[src/hdl/sadc_params.svh]
// offsets, field positions, reset values and timing counts of the converter control
`ifndef SADC_PARAMS_SVH
`define SADC_PARAMS_SVH

// register byte offsets on the bus (low five address bits)
`define SADC_OFS_CMD        5'h00
`define SADC_OFS_RESULT     5'h04
`define SADC_OFS_FLAG       5'h08
`define SADC_OFS_TRIGCTL    5'h0C
`define SADC_OFS_PRESCALE   5'h10
`define SADC_OFS_SAMPLE     5'h14

// command word fields, upper half of the word
`define SADC_CW_CH_LSB      16
`define SADC_CW_FMT_LSB     21
`define SADC_CW_RES8_BIT    23
`define SADC_CW_INT_BIT     24
`define SADC_CW_REF_LSB     25
`define SADC_CW_BYP_BIT     27
`define SADC_CW_TRIG_BIT    28

// flag register bits
`define SADC_FLG_LOSS_BIT   0
`define SADC_FLG_DONE_BIT   1
`define SADC_FLG_BUSY_BIT   2
`define SADC_FLG_DMA_BIT    3

// trigger control fields
`define SADC_TC_SRC_LSB     0
`define SADC_TC_LEVEL_BIT   2
`define SADC_TC_POL_BIT     3
`define SADC_TC_CH_LSB      4

// reset values
`define SADC_RST_TRIGCTL    8'h08
`define SADC_RST_SAMPLE     2'h1

// converter clock limits and the prescaler bounds derived from them
`define SADC_HCLK_KHZ       200000
`define SADC_CONV_MAX_KHZ   2000
`define SADC_CONV_MIN_KHZ   500
`define SADC_HALF_MIN       ((`SADC_HCLK_KHZ + 2 * `SADC_CONV_MAX_KHZ - 1) / (2 * `SADC_CONV_MAX_KHZ))
`define SADC_HALF_MAX       (`SADC_HCLK_KHZ / (2 * `SADC_CONV_MIN_KHZ))
`define SADC_PRE_MIN        8'(`SADC_HALF_MIN - 1)
`define SADC_PRE_MAX        8'(`SADC_HALF_MAX - 1)
`define SADC_RST_PRESCALE   `SADC_PRE_MIN

// sample periods in converter clock cycles
`define SADC_SAMP_INTERNAL  5'h02
`define SADC_SAMP_BASE      5'h02

// approximation start and stop probes
`define SADC_PROBE_MSB      10'h200
`define SADC_PROBE_LSB10    10'h001
`define SADC_PROBE_LSB8     10'h004

`endif

[src/hdl/sadc_pkg.sv]
// types shared by the converter control
package sadc_pkg;
    typedef enum logic [5:0] {
        ST_IDLE     = 6'b000001,
        ST_ARMED    = 6'b000010,
        ST_SAMP_BUF = 6'b000100,
        ST_SAMP_DIR = 6'b001000,
        ST_CONVERT  = 6'b010000,
        ST_STORE    = 6'b100000
    } sadc_state_t;

    typedef enum logic [1:0] {
        FMT_RJ_UNS = 2'h0,
        FMT_RJ_SGN = 2'h1,
        FMT_LJ_A   = 2'h2,
        FMT_LJ_B   = 2'h3
    } sadc_fmt_t;

    typedef enum logic [1:0] {
        TRG_ANALOG = 2'h0,
        TRG_TIMER0 = 2'h1,
        TRG_TIMER1 = 2'h2,
        TRG_NONE   = 2'h3
    } sadc_trig_src_t;
endpackage : sadc_pkg

[src/hdl/sadc_top.sv]
// converter control: bus slave, prescaler, trigger, sampling sequencer and result path
//
// The register addresses and the AHB-Lite slave port were chosen for this implementation.
`timescale 1ns/1ps
`include "sadc_params.svh"
module sadc_top import sadc_pkg::*; (
    input  wire logic        hclk,
    input  wire logic        hresetn,
    input  wire logic        hsel,
    input  wire logic [31:0] haddr,
    input  wire logic [1:0]  htrans,
    input  wire logic        hwrite,
    input  wire logic [2:0]  hsize,
    input  wire logic [31:0] hwdata,
    input  wire logic        hready,
    output logic [31:0]      hrdata,
    output logic             hreadyout,
    output logic             hresp,
    input  wire logic        comparator,
    input  wire logic [15:0] analog_trig_in,
    input  wire logic        timer_trigger_zero,
    input  wire logic        timer_trigger_one,
    output logic             adc_clk,
    output logic [3:0]       mux_channel,
    output logic             mux_enable,
    output logic [1:0]       ref_select,
    output logic             ref_enable,
    output logic             buffer_enable,
    output logic             direct_connect,
    output logic             buffer_bypass,
    output logic [9:0]       dac_code,
    output logic             dma_req
);
    // registers, plus next_state which is decoded combinationally
    logic [15:0] cmd_word;
    logic [31:0] result_word;
    logic        loss_flag;
    logic        done_flag;
    logic        unread;
    logic [7:0]  trig_ctl;
    logic [7:0]  prescale;
    logic [1:0]  samp_code;
    logic        dp_write;
    logic [4:0]  dp_addr;
    sadc_state_t state;
    sadc_state_t next_state;
    logic [7:0]  div_cnt;
    logic [4:0]  samp_cnt;
    logic        cmp_s1;
    logic        cmp_s2;
    logic [17:0] trig_s1;
    logic [17:0] trig_s2;
    logic        trig_prev;
    // wires
    logic        addr_phase;
    logic        rd_result;
    logic        wr_cmd;
    logic        wr_flag;
    logic [7:0]  div_lim;
    logic        conv_tick;
    logic [4:0]  samp_half;
    logic        samp_last;
    logic        trig_sel;
    logic        trig_pol;
    logic        trig_fire;
    logic        sar_start;
    logic        sar_done;
    logic [9:0]  sar_result;
    logic        store;
    logic [31:0] next_hrdata;
    logic        res8;
    logic        internal_conv;
    logic        sampling;

    // clamp the programmed divider into the legal window
    function automatic logic [7:0] sadc_clamp(input logic [7:0] p);
        if (p < `SADC_PRE_MIN)
            return `SADC_PRE_MIN;
        else if (p > `SADC_PRE_MAX)
            return `SADC_PRE_MAX;
        return p;
    endfunction : sadc_clamp

    // place the raw code in the selected format
    function automatic logic [15:0] sadc_format(input logic [9:0] r, input logic r8, input logic [1:0] fmt);
        logic [9:0] s;
        s = {~r[9], r[8:0]};
        case (fmt)
            FMT_RJ_UNS: return r8 ? {8'h00, r[9:2]} : {6'h00, r};
            FMT_RJ_SGN: return r8 ? {{8{s[9]}}, s[9:2]} : {{6{s[9]}}, s};
            default:    return r8 ? {r[9:2], 8'h00} : {r, 6'h00};
        endcase
    endfunction : sadc_format

    // bus decode; the slave never stalls and always answers okay
    assign hreadyout  = 1'b1;
    assign hresp      = 1'b0;
    assign addr_phase = hsel && hready && htrans[1];
    assign rd_result  = addr_phase && !hwrite && (haddr[4:0] == `SADC_OFS_RESULT);
    assign wr_cmd     = dp_write && (dp_addr == `SADC_OFS_CMD);
    assign wr_flag    = dp_write && (dp_addr == `SADC_OFS_FLAG);

    // read mux, unmapped offsets read zero
    // command and result readable on the bus
    always_comb begin
        case (haddr[4:0])
            `SADC_OFS_CMD:      next_hrdata = {cmd_word, 16'h0000};
            `SADC_OFS_RESULT:   next_hrdata = result_word;
            `SADC_OFS_FLAG:     next_hrdata = {28'h0000000, dma_req, (state != ST_IDLE), done_flag, loss_flag};
            `SADC_OFS_TRIGCTL:  next_hrdata = {24'h000000, trig_ctl};
            `SADC_OFS_PRESCALE: next_hrdata = {24'h000000, prescale};
            `SADC_OFS_SAMPLE:   next_hrdata = {30'h00000000, samp_code};
            default:            next_hrdata = 32'h00000000;
        endcase
    end

    // address phase capture; read data registered for the data phase
    always_ff @(posedge hclk or negedge hresetn) begin
        if (!hresetn) begin
            dp_write <= 1'b0;
            dp_addr  <= 5'h00;
            hrdata   <= 32'h00000000;
        end else begin
            dp_write <= addr_phase && hwrite;
            dp_addr  <= haddr[4:0];
            if (addr_phase && !hwrite)
                hrdata <= next_hrdata;
        end
    end

    // configuration registers written in the data phase
    always_ff @(posedge hclk or negedge hresetn) begin
        if (!hresetn) begin
            cmd_word  <= 16'h0000;
            trig_ctl  <= `SADC_RST_TRIGCTL;
            prescale  <= `SADC_RST_PRESCALE;
            samp_code <= `SADC_RST_SAMPLE;
        end else if (dp_write) begin
            if (dp_addr == `SADC_OFS_CMD)
                cmd_word <= hwdata[31:16];
            if (dp_addr == `SADC_OFS_TRIGCTL)
                trig_ctl <= hwdata[7:0];
            if (dp_addr == `SADC_OFS_PRESCALE)
                prescale <= hwdata[7:0];
            if (dp_addr == `SADC_OFS_SAMPLE)
                samp_code <= hwdata[1:0];
        end
    end

    // converter clock divided from bus clock
    assign div_lim   = sadc_clamp(prescale);
    assign conv_tick = (div_cnt == div_lim) && !adc_clk;
    always_ff @(posedge hclk or negedge hresetn) begin
        if (!hresetn) begin
            div_cnt <= 8'h00;
            adc_clk <= 1'b0;
        end else if (div_cnt == div_lim) begin
            div_cnt <= 8'h00;
            adc_clk <= ~adc_clk;
        end else begin
            div_cnt <= div_cnt + 8'h01;
        end
    end

    // two flops ahead of any trigger logic
    always_ff @(posedge hclk or negedge hresetn) begin
        if (!hresetn) begin
            trig_s1 <= 18'h00000;
            trig_s2 <= 18'h00000;
            cmp_s1  <= 1'b0;
            cmp_s2  <= 1'b0;
        end else begin
            trig_s1 <= {timer_trigger_one, timer_trigger_zero, analog_trig_in};
            trig_s2 <= trig_s1;
            cmp_s1  <= comparator;
            cmp_s2  <= cmp_s1;
        end
    end

    // polarity applied before edge or level test
    assign trig_pol = trig_ctl[`SADC_TC_POL_BIT];
    always_comb begin
        case (sadc_trig_src_t'(trig_ctl[`SADC_TC_SRC_LSB +: 2]))
            TRG_ANALOG: trig_sel = trig_s2[trig_ctl[`SADC_TC_CH_LSB +: 4]] ~^ trig_pol;
            TRG_TIMER0: trig_sel = trig_s2[16] ~^ trig_pol;
            TRG_TIMER1: trig_sel = trig_s2[17] ~^ trig_pol;
            default:    trig_sel = 1'b0;
        endcase
    end
    assign trig_fire = trig_ctl[`SADC_TC_LEVEL_BIT] ? trig_sel : (trig_sel && !trig_prev);

    always_ff @(posedge hclk or negedge hresetn) begin
        if (!hresetn)
            trig_prev <= 1'b0;
        else
            trig_prev <= trig_sel;
    end

    // internal references sample for two cycles only
    assign res8          = cmd_word[`SADC_CW_RES8_BIT - 16];
    assign internal_conv = cmd_word[`SADC_CW_INT_BIT - 16];
    assign samp_half     = (internal_conv ? `SADC_SAMP_INTERNAL : (`SADC_SAMP_BASE << samp_code)) >> 1;
    assign samp_last     = conv_tick && (samp_cnt == samp_half - 5'h01);
    assign sar_start     = (state == ST_SAMP_DIR) && samp_last;
    assign store         = (state == ST_STORE);
    assign sampling      = (state == ST_SAMP_BUF) || (state == ST_SAMP_DIR);

    always_comb begin
        next_state = state;
        case (state)
            ST_IDLE:     next_state = state;
            ST_ARMED:    if (trig_fire) next_state = ST_SAMP_BUF;
            ST_SAMP_BUF: if (samp_last) next_state = ST_SAMP_DIR;
            ST_SAMP_DIR: if (samp_last) next_state = ST_CONVERT;
            ST_CONVERT:  if (sar_done) next_state = ST_STORE;
            ST_STORE:    next_state = cmd_word[`SADC_CW_TRIG_BIT - 16] ? ST_ARMED : ST_IDLE;
            default:     next_state = ST_IDLE;
        endcase
        // a command write aborts whatever runs and starts afresh
        if (wr_cmd)
            next_state = hwdata[`SADC_CW_TRIG_BIT] ? ST_ARMED : ST_SAMP_BUF;
    end

    always_ff @(posedge hclk or negedge hresetn) begin
        if (!hresetn) begin
            state    <= ST_IDLE;
            samp_cnt <= 5'h00;
        end else begin
            state <= next_state;
            // count held at zero outside sampling, so a trigger never
            // inherits ticks from the armed wait and cuts the sample short
            if (wr_cmd || samp_last || !sampling)
                samp_cnt <= 5'h00;
            else if (conv_tick)
                samp_cnt <= samp_cnt + 5'h01;
        end
    end

    // bypass skips the buffer phase drive
    assign mux_channel    = cmd_word[`SADC_CW_CH_LSB - 16 +: 4];
    assign mux_enable     = (state == ST_SAMP_BUF || state == ST_SAMP_DIR) && !internal_conv;
    assign ref_select     = cmd_word[`SADC_CW_REF_LSB - 16 +: 2];
    assign ref_enable     = (state == ST_SAMP_BUF || state == ST_SAMP_DIR) && internal_conv;
    assign buffer_bypass  = cmd_word[`SADC_CW_BYP_BIT - 16];
    assign buffer_enable  = (state == ST_SAMP_BUF) && !buffer_bypass;
    assign direct_connect = (state == ST_SAMP_DIR) || ((state == ST_SAMP_BUF) && buffer_bypass);

    // approximation engine steps once per converter clock
    sadc_sar u_sar (
        .hclk     (hclk),
        .hresetn  (hresetn),
        .start    (sar_start),
        .res8     (res8),
        .step     (conv_tick && (state == ST_CONVERT)),
        .cmp      (cmp_s2),
        .dac_code (dac_code),
        .result   (sar_result),
        .done     (sar_done)
    );

    // result store; the hardware set wins over a same-cycle clear
    // format chosen by the command field
    // command bits copied to result top
    // loss flag on overwriting an unread result
    // dma request raised per result, read drops it
    always_ff @(posedge hclk or negedge hresetn) begin
        if (!hresetn) begin
            result_word <= 32'h00000000;
            loss_flag   <= 1'b0;
            done_flag   <= 1'b0;
            unread      <= 1'b0;
            dma_req     <= 1'b0;
        end else begin
            if (store)
                result_word <= {cmd_word,
                    sadc_format(sar_result, res8, cmd_word[`SADC_CW_FMT_LSB - 16 +: 2])};
            if (store && unread)
                loss_flag <= 1'b1;
            else if (wr_flag && hwdata[`SADC_FLG_LOSS_BIT])
                loss_flag <= 1'b0;
            if (store)
                done_flag <= 1'b1;
            else if (wr_flag && hwdata[`SADC_FLG_DONE_BIT])
                done_flag <= 1'b0;
            if (store) begin
                unread  <= 1'b1;
                dma_req <= 1'b1;
            end else if (rd_result) begin
                unread  <= 1'b0;
                dma_req <= 1'b0;
            end
        end
    end
endmodule : sadc_top

[src/hdl/sadc_sar.sv]
// successive approximation register with its step sequencing
`timescale 1ns/1ps
`include "sadc_params.svh"
module sadc_sar import sadc_pkg::*; (
    input  wire logic       hclk,
    input  wire logic       hresetn,
    input  wire logic       start,
    input  wire logic       res8,
    input  wire logic       step,
    input  wire logic       cmp,
    output logic [9:0]      dac_code,
    output logic [9:0]      result,
    output logic            done
);
    logic [9:0] probe;
    logic       running;
    logic       last;
    logic [9:0] kept;

    // a low comparator answer drops the bit under trial, a high one keeps it
    assign kept = cmp ? dac_code : (dac_code & ~probe);
    assign last = (probe == (res8 ? `SADC_PROBE_LSB8 : `SADC_PROBE_LSB10));

    always_ff @(posedge hclk or negedge hresetn) begin
        if (!hresetn) begin
            dac_code <= 10'h000;
            probe    <= 10'h000;
            running  <= 1'b0;
            result   <= 10'h000;
            done     <= 1'b0;
        end else begin
            done <= 1'b0;
            if (start) begin
                dac_code <= `SADC_PROBE_MSB;
                probe    <= `SADC_PROBE_MSB;
                running  <= 1'b1;
            end else if (running && step) begin
                probe <= probe >> 1;
                if (last) begin
                    result   <= kept;
                    dac_code <= kept;
                    running  <= 1'b0;
                    done     <= 1'b1;
                end else begin
                    dac_code <= kept | (probe >> 1);
                end
            end
        end
    end
endmodule : sadc_sar

[config.mk]
export PLATFORM = sky130hd
export DESIGN_NAME = sadc_top
export DESIGN_NICKNAME = d
export VERILOG_FILES = /design/src/hdl/sadc_pkg.sv /design/src/hdl/sadc_top.sv /design/src/hdl/sadc_sar.sv
export VERILOG_INCLUDE_DIRS = /design/src /design/src/hdl
export SDC_FILE = /design/constraint.sdc
export NUM_CORES = 1
export LEC_CHECK = 0
export BUFFER_PORTS_ARGS = -buffer_cell sky130_fd_sc_hd__clkbuf_2
export CORE_MARGIN = 2
export CORE_UTILIZATION = 50
export DETAILED_ROUTE_END_ITERATION = 8
export GPL_TIMING_DRIVEN = 0
export PLACE_DENSITY = 0.81
export SYNTH_ARGS = -nofsm -noshare
export SYNTH_HDL_FRONTEND = slang
export SYNTH_HIERARCHICAL = 1
export SYNTH_SLANG_ARGS = --single-unit
[constraint.sdc]
create_clock -name hclk -period 4.1 [get_ports hclk]
set_clock_uncertainty 0.2 [all_clocks]
set_input_delay 0.82 -clock hclk [delete_from_list [all_inputs] [get_ports hclk]]
set_output_delay 0.82 -clock hclk [all_outputs]
set_load 0.02 [all_outputs]
==> results.sh, run 1 <==
export IMPL_path_buf_inv=2
export IMPL_ys_ff_latch=198
export IMPL_cts_sinks=198
export IMPL_synth_xor_area_frac=0.0151
export IMPL_hold_path_class="in2async"
export IMPL_routed_wirelength_mm=19.3
export IMPL_final_setup_viol_count=0
export IMPL_ys_warnings_count=6
export IMPL_cts_tree="built"
export IMPL_syn_inst=801
export IMPL_synth_top_cell_area_share=0.554
export IMPL_timing_hold_violations_final=0
export IMPL_cts_resized_gates=0
export IMPL_type_of_the_worst_setup_path="reg2reg"
export IMPL_synth_async_reset_ratio=1.00
export IMPL_post_dr_vias_cell=5.53
export IMPL_routed_via_count=6459
export IMPL_dieArea_um2=18400
export IMPL_p_per_area_nw_per_um2=428
export IMPL_slew_limit_headroom=0.367
export IMPL_status="finished, final reports clean"
export IMPL_vias_in_the_first_global_route=6216
export IMPL_clk_latency_ns=0.44
export IMPL_clock_tree_root_cell="sky130_fd_sc_hd__clkbuf_16"
export IMPL_layout_cells_most_common="sky130_fd_sc_hd__dfrtp_1"
export IMPL_grt_first_pass_wirelength_mm=31.4
export IMPL_placed_cell_area_um2=9560
export IMPL_synth_net_count=900
export IMPL_crit_path_start_kind="flop"
export IMPL_grt_antenna_before_repair=0
export IMPL_setup_slack_ns=0.262
export IMPL_max_clock_freq_ghz=0.261
export IMPL_worstSetupEndpointType="flop"
export IMPL_starting_drt_drc_count=566
export IMPL_ctsLongestPathBuffers=2
export IMPL_grt_overflow_total=0
export IMPL_die_width_um=136
export IMPL_synth_seq_area_share=0.572
export IMPL_irDropWorstVdd_uv=305
export IMPL_synth_fa_ha_area_frac=0.00865
export IMPL_post_route_cells_drive_above_1_share=0.238
export IMPL_initial_util=0.507
export IMPL_post_synth_top_area_cell="sky130_fd_sc_hd__dfrtp_1"
export IMPL_chipHeight_um=136
export IMPL_synth_compound_area_frac=0.132
export IMPL_dp_hpwl_mm=13.7
export IMPL_post_layout_total_power_mw=4.36
export IMPL_cts_hold_fix_buffers=0
export IMPL_synth_main_ff_cell="sky130_fd_sc_hd__dfrtp_1"
export IMPL_synth_area_top_cells="sky130_fd_sc_hd__dfrtp_1 (55%), sky130_fd_sc_hd__nand2_1 (6.8%), sky130_fd_sc_hd__mux2_2 (4.7%)"
export IMPL_gpl_final_weighted_congestion=0.832
export IMPL_layout_area_overhead_vs_synth_pct=17.2
export IMPL_crit_chain="or3b_2, ha_1, xnor2_1, or4_1, a31oi_1, and3_1, nand4_1, inv_1, and3b_1, o2111ai_2, buf_2, nand2_1, o21ai_2"
export IMPL_post_synth_cell_area_avg_um2=10.8
export IMPL_numCtsBuffers=17
export IMPL_detail_route_first_pass_iterations=5
export IMPL_setup_total_negative_slack_ns=0
export IMPL_critical_path_max_fanout=10
export IMPL_ys_types=65
export IMPL_maximum_number_of_pins_on_one_net_before_global_route_repair=75
export IMPL_synth_top_family_by_area="simple AND/OR/NAND/NOR gates"
export IMPL_synth_edf_count=0
export IMPL_report_final_slew_viol_count=0
export IMPL_critical_path_max_stage_delay_ns=0.58
export IMPL_final_design_instance_area_without_fill_um2=10200
export IMPL_cap_viol_max_count=0
export IMPL_h_tree_level_count=4
export IMPL_reg2reg_slack_ns=0.26
export IMPL_hold_worst_slack_ns=0.137
export IMPL_insertedDiodeCount=0
export IMPL_post_synth_and_or_nand_nor_area_fraction=0.159
export IMPL_ioPinCount=150
export IMPL_cts_repair_timing_setup_buffer_count=0
export IMPL_rsz0062_at_grt="no"
export IMPL_crit_family="simple AND/OR/NAND/NOR gates"
export IMPL_row_count=48
export IMPL_coreArea_um2=17100
export IMPL_critical_path_arrival_ns=4.00
export IMPL_pre_cts_setup_slack_ns=0.307
export IMPL_global_route_usage_total=0.221
export IMPL_finalNetCount=1029
export IMPL_port_buffer_count=108
export IMPL_leakage_nw=4.71
export IMPL_remaining_antenna_violation_count_after_routing=0
export IMPL_cpMaxStageDelayCell="sky130_fd_sc_hd__dfstp_2"
export IMPL_max_slew_worst_pin_slew_ns=0.941
export IMPL_fin_crit_sh=0.936
export IMPL_required_ns=4.26
export IMPL_drcViolationCount=0
export IMPL_synth_area_mux_share=0.0744
export IMPL_cts_reportedPaths_clkPinSlew_ns=0.07
export IMPL_synthesis_area_um2=8680
export IMPL_most_common_layout_cells="sky130_fd_sc_hd__dfrtp_1 (192), sky130_fd_sc_hd__nand2_1 (157), sky130_fd_sc_hd__clkbuf_2 (107)"
export IMPL_routedWlPerCell_um=16.5
export IMPL_fin_crit_ns=3.84
[cell type report]
class                      instances  area [um2]
buffer                            49         241
clock buffer                      18         429
clock inverter                    14         175
fill                            1417        6940
inverter                          23        86.3
multi-input combinational        531        3390
sequential                       198        4960
tap                              225         282
timing repair buffer             110         604
[path summary, 6_finish.rpt]
path / from / to / cells after the start
worst max-delay path: samp_code[0] / u_sar/result[6] / 13
min in group hclk: trig_s1[15] / trig_s2[15] / 0
worst min-delay path: hresetn / trig_s2[6] / 1
worst max register to register: samp_code[0] / u_sar/result[6] / 13
worst min register to register: trig_s1[15] / trig_s2[15] / 0
max in group asynchronous: hresetn / state[0] / 3
[where the power goes]
part / leakage (nW) / total (mW) / internal (mW) / switching, mW
Clock: 0.293 / 1.72 / 0.969 / 0.751
Sequential: 2.51 / 2.15 / 2.05 / 0.102
Combinational: 1.91 / 0.484 / 0.211 / 0.273
Total: 4.71 / 4.36 / 3.23 / 1.13
[registers in the layout (all words and copies together), names as in the netlist, 2 cells and up]
register,count
hrdata,32
result_word,32
trig_s1,18
trig_s2,18
cmd_word,16
u_sar/dac_code,10
u_sar/probe,10
u_sar/result,10
div_cnt,8
prescale,8
trig_ctl,8
state,6
dp_addr,5
samp_cnt,5
samp_code,2
[cells in the mapped netlist, types with 6 or more instances]
library cell,instances
sky130_fd_sc_hd__nor3_1,9
sky130_fd_sc_hd__xor2_1,6
sky130_fd_sc_hd__nand2b_1,8
sky130_fd_sc_hd__dfstp_2,6
sky130_fd_sc_hd__buf_4,9
sky130_fd_sc_hd__ha_1,6
sky130_fd_sc_hd__dfrtp_1,192
sky130_fd_sc_hd__o21ai_2,9
sky130_fd_sc_hd__nand2_1,157
sky130_fd_sc_hd__xnor2_1,9
sky130_fd_sc_hd__a22o_1,12
sky130_fd_sc_hd__mux2i_1,15
sky130_fd_sc_hd__inv_1,23
sky130_fd_sc_hd__mux2_2,36
sky130_fd_sc_hd__a22oi_1,16
sky130_fd_sc_hd__nor2_1,27
sky130_fd_sc_hd__nand3_1,10
sky130_fd_sc_hd__o21ai_0,63
sky130_fd_sc_hd__nor2b_1,10
sky130_fd_sc_hd__clkbuf_1,31
sky130_fd_sc_hd__o31ai_1,7
sky130_fd_sc_hd__buf_2,7
sky130_fd_sc_hd__and3_1,7
sky130_fd_sc_hd__a21oi_1,30
[through the flow]
| step | std cells | utilization |
|---|---|---|
| 6_report | 1168 | 0.594 |
| 5_1_grt | 1168 | 0.594 |
| 4_1_cts | 1168 | 0.594 |
| 3_5_place_dp | 1136 | 0.559 |
| 3_3_place_gp | 1134 | 0.555 |
| 2_1_floorplan | 801 | - |
[metal layers]
layer / vias up / wire [um] / global-route usage
li1: 3065 / - / -
met1: 3164 / 8100 / 0.286
met2: 195 / 9650 / 0.369
met3: 35 / 1080 / 0.0445
met4: 0 / 461 / 0.0816
met5: - / 0 / 0
[kinds of logic (layout without fill, tap and decap cells)]
group / after synthesis / after routing
multiplexers: 55 / 55
buffers and inverters: 72 / 214
AND/OR/NAND/NOR: 279 / 279
XOR/XNOR: 15 / 15
adder cells (fa/ha/maj): 6 / 6
AO/OA/AOI/OAI: 174 / 174
flip-flops: 198 / 198
other: 2 / 2
Note: power is estimated with default switching activity, not from simulation.
==> run 2: changes to the inputs <==
--- a/config.mk
+++ b/config.mk
@@ -7,7 +7,6 @@
 export NUM_CORES = 1
 export LEC_CHECK = 0
 export BUFFER_PORTS_ARGS = -buffer_cell sky130_fd_sc_hd__clkbuf_2
-export CORE_MARGIN = 2
 export CORE_UTILIZATION = 50
 export DETAILED_ROUTE_END_ITERATION = 8
 export GPL_TIMING_DRIVEN = 0
==> run 2 against run 1 <==
  * Critical path type unchanged
  * Final cell count fell by 0.51%
  * Via count increased by 1.1%
  * Global-route usage up 1.2 points
  * Core utilization rose by 1.3 points
  * Clock power is 3% higher
  * Setup slack worse by 0.014 ns
==> results.sh, run 2 (synthesized netlist as in run 1, its figures left out) <==
export IMPL_dp_hpwl_mm=13.6
export IMPL_max_clock_freq_ghz=0.260
export IMPL_leakage_nw=4.70
export IMPL_grt_overflow_total=0
export IMPL_routedWlPerCell_um=16.8
export IMPL_cap_viol_max_count=0
export IMPL_report_final_slew_viol_count=0
export IMPL_setup_slack_ns=0.248
export IMPL_crit_path_start_kind="flop"
export IMPL_irDropWorstVdd_uv=544
export IMPL_port_buffer_count=108
export IMPL_status="finished, final reports clean"
export IMPL_grt_antenna_before_repair=0
export IMPL_numCtsBuffers=17
export IMPL_fin_crit_sh=0.940
export IMPL_type_of_the_worst_setup_path="reg2reg"
export IMPL_die_width_um=134
export IMPL_remaining_antenna_violation_count_after_routing=0
export IMPL_coreArea_um2=16800
export IMPL_holdCritStartpoint="trig_s1[5]"
export IMPL_r2r_start="samp_code[0]"
export IMPL_reg2regPathDepth=13
export IMPL_post_layout_total_power_mw=4.42
export IMPL_drcViolationCount=0
export IMPL_clock_tree_root_cell="sky130_fd_sc_hd__clkbuf_16"
export IMPL_setup_total_negative_slack_ns=0
export IMPL_chipHeight_um=134
export IMPL_final_core_util=0.607
export IMPL_detail_route_first_pass_iterations=5
export IMPL_final_setup_viol_count=0
export IMPL_pre_cts_setup_slack_ns=0.301
export IMPL_ctsLongestPathBuffers=2
export IMPL_cts_sinks=198
export IMPL_hold_path_class="reg2reg"
export IMPL_starting_drt_drc_count=491
export IMPL_dpl_cell_count=1130
export IMPL_clk_latency_ns=0.44
export IMPL_cts_reportedPaths_clkPinSlew_ns=0.07
export IMPL_hold_worst_slack_ns=0.147
export IMPL_vias_in_the_first_global_route=6299
export IMPL_layout_area_overhead_vs_synth_pct=17.3
export IMPL_row_count=47
export IMPL_routed_wirelength_mm=19.6
export IMPL_post_route_cells_drive_above_1_share=0.238
export IMPL_post_dr_vias_cell=5.62
export IMPL_required_ns=4.26
export IMPL_holdPathStages=0
export IMPL_timing_rr_end="u_sar/result[2]"
export IMPL_cts_repair_timing_setup_buffer_count=0
export IMPL_placed_cell_area_um2=9530
export IMPL_rsz0062_at_grt="no"
export IMPL_layout_cells_most_common="sky130_fd_sc_hd__dfrtp_1"
export IMPL_ioPinCount=150
export IMPL_largest_registers="hrdata x32, result_word x32"
export IMPL_dieArea_um2=17900
export IMPL_layoutNonFillerInstCount=1162
export IMPL_initial_util=0.518
export IMPL_max_slew_worst_pin_slew_ns=0.940
export IMPL_p_per_area_nw_per_um2=434
export IMPL_gpl_final_weighted_congestion=0.854
export IMPL_holdPathEnd="trig_s2[5]"
export IMPL_fin_crit_ns=3.85
export IMPL_grt_first_pass_wirelength_mm=32.1
export IMPL_slew_limit_headroom=0.372
export IMPL_timing_hold_violations_final=0
export IMPL_critical_path_arrival_ns=4.01
export IMPL_h_tree_level_count=4
export IMPL_reg2reg_slack_ns=0.25
export IMPL_critical_path_max_fanout=10
export IMPL_final_design_instance_area_without_fill_um2=10200
export IMPL_insertedDiodeCount=0
export IMPL_most_common_layout_cells="sky130_fd_sc_hd__dfrtp_1 (192), sky130_fd_sc_hd__nand2_1 (157), sky130_fd_sc_hd__clkbuf_2 (107)"
export IMPL_routed_via_count=6528
export IMPL_worstSetupEndpointType="flop"
export IMPL_global_route_usage_total=0.233
export IMPL_maximum_number_of_pins_on_one_net_before_global_route_repair=108
export IMPL_cts_tree="built"
export IMPL_finalNetCount=1028
[run 2: worst max path at each step]
| stage | depth (start not counted) | slack (ns) | endpoint | from |
|---|---|---|---|---|
| 5_1_grt | 13 | 0.05 | u_sar/result[2] | samp_code[0] |
| 3_3_place_gp | 1 | -1.68 | u_sar/dac_code[7] | hresetn |
| 3_5_place_dp | 13 | 0.30 | u_sar/result[1] | samp_code[0] |
| 6_report | 13 | 0.25 | u_sar/result[2] | samp_code[0] |
| 2_1_floorplan | 13 | 0.79 | u_sar/result[8] | samp_code[0] |
| 4_1_cts | 13 | 0.21 | u_sar/result[2] | samp_code[0] |
[run 2: critical path, cell delays in order (launching register included)]
cell and delay, ns:
sky130_fd_sc_hd__dfstp_2 0.59, sky130_fd_sc_hd__or3b_2 0.45, sky130_fd_sc_hd__ha_1 0.25, sky130_fd_sc_hd__xnor2_1 0.13, sky130_fd_sc_hd__or4_1 0.42, sky130_fd_sc_hd__a31oi_2 0.26, sky130_fd_sc_hd__and3_1 0.24, sky130_fd_sc_hd__nand4_1 0.23
sky130_fd_sc_hd__inv_1 0.21, sky130_fd_sc_hd__and3b_1 0.21, sky130_fd_sc_hd__o2111ai_2 0.12, sky130_fd_sc_hd__buf_2 0.26, sky130_fd_sc_hd__nand2_1 0.11, sky130_fd_sc_hd__o21ai_2 0.07
[run 2: timing repair]
action / CTS / global route
hold buffers: 0 / 0
resized for setup: 0 / 1
setup endpoints to repair: 0 / 1
[run 2: area by class of cell]
cell class,count,area [um2]
plain buffers,49,241
clock buffers,19,443
clock inverters,13,191
fillers,1378,6580
inverters,23,86.3
multi-input cells,531,3400
flip-flops and latches,198,4960
well taps,220,275
repair buffers,109,577
[run 2: routing by layer]
metal,wire [um],track usage
met1,8330,0.305
met5,0,0
met4,286,0.0701
met3,1290,0.0571
met2,9660,0.382
[run 2: where the power goes]
group	switching, mW	internal, mW	total [mW]
sequential	0.101	2.05	2.15
combinational	0.271	0.209	0.480
clock	0.739	1.04	1.78
total	1.11	3.31	4.42
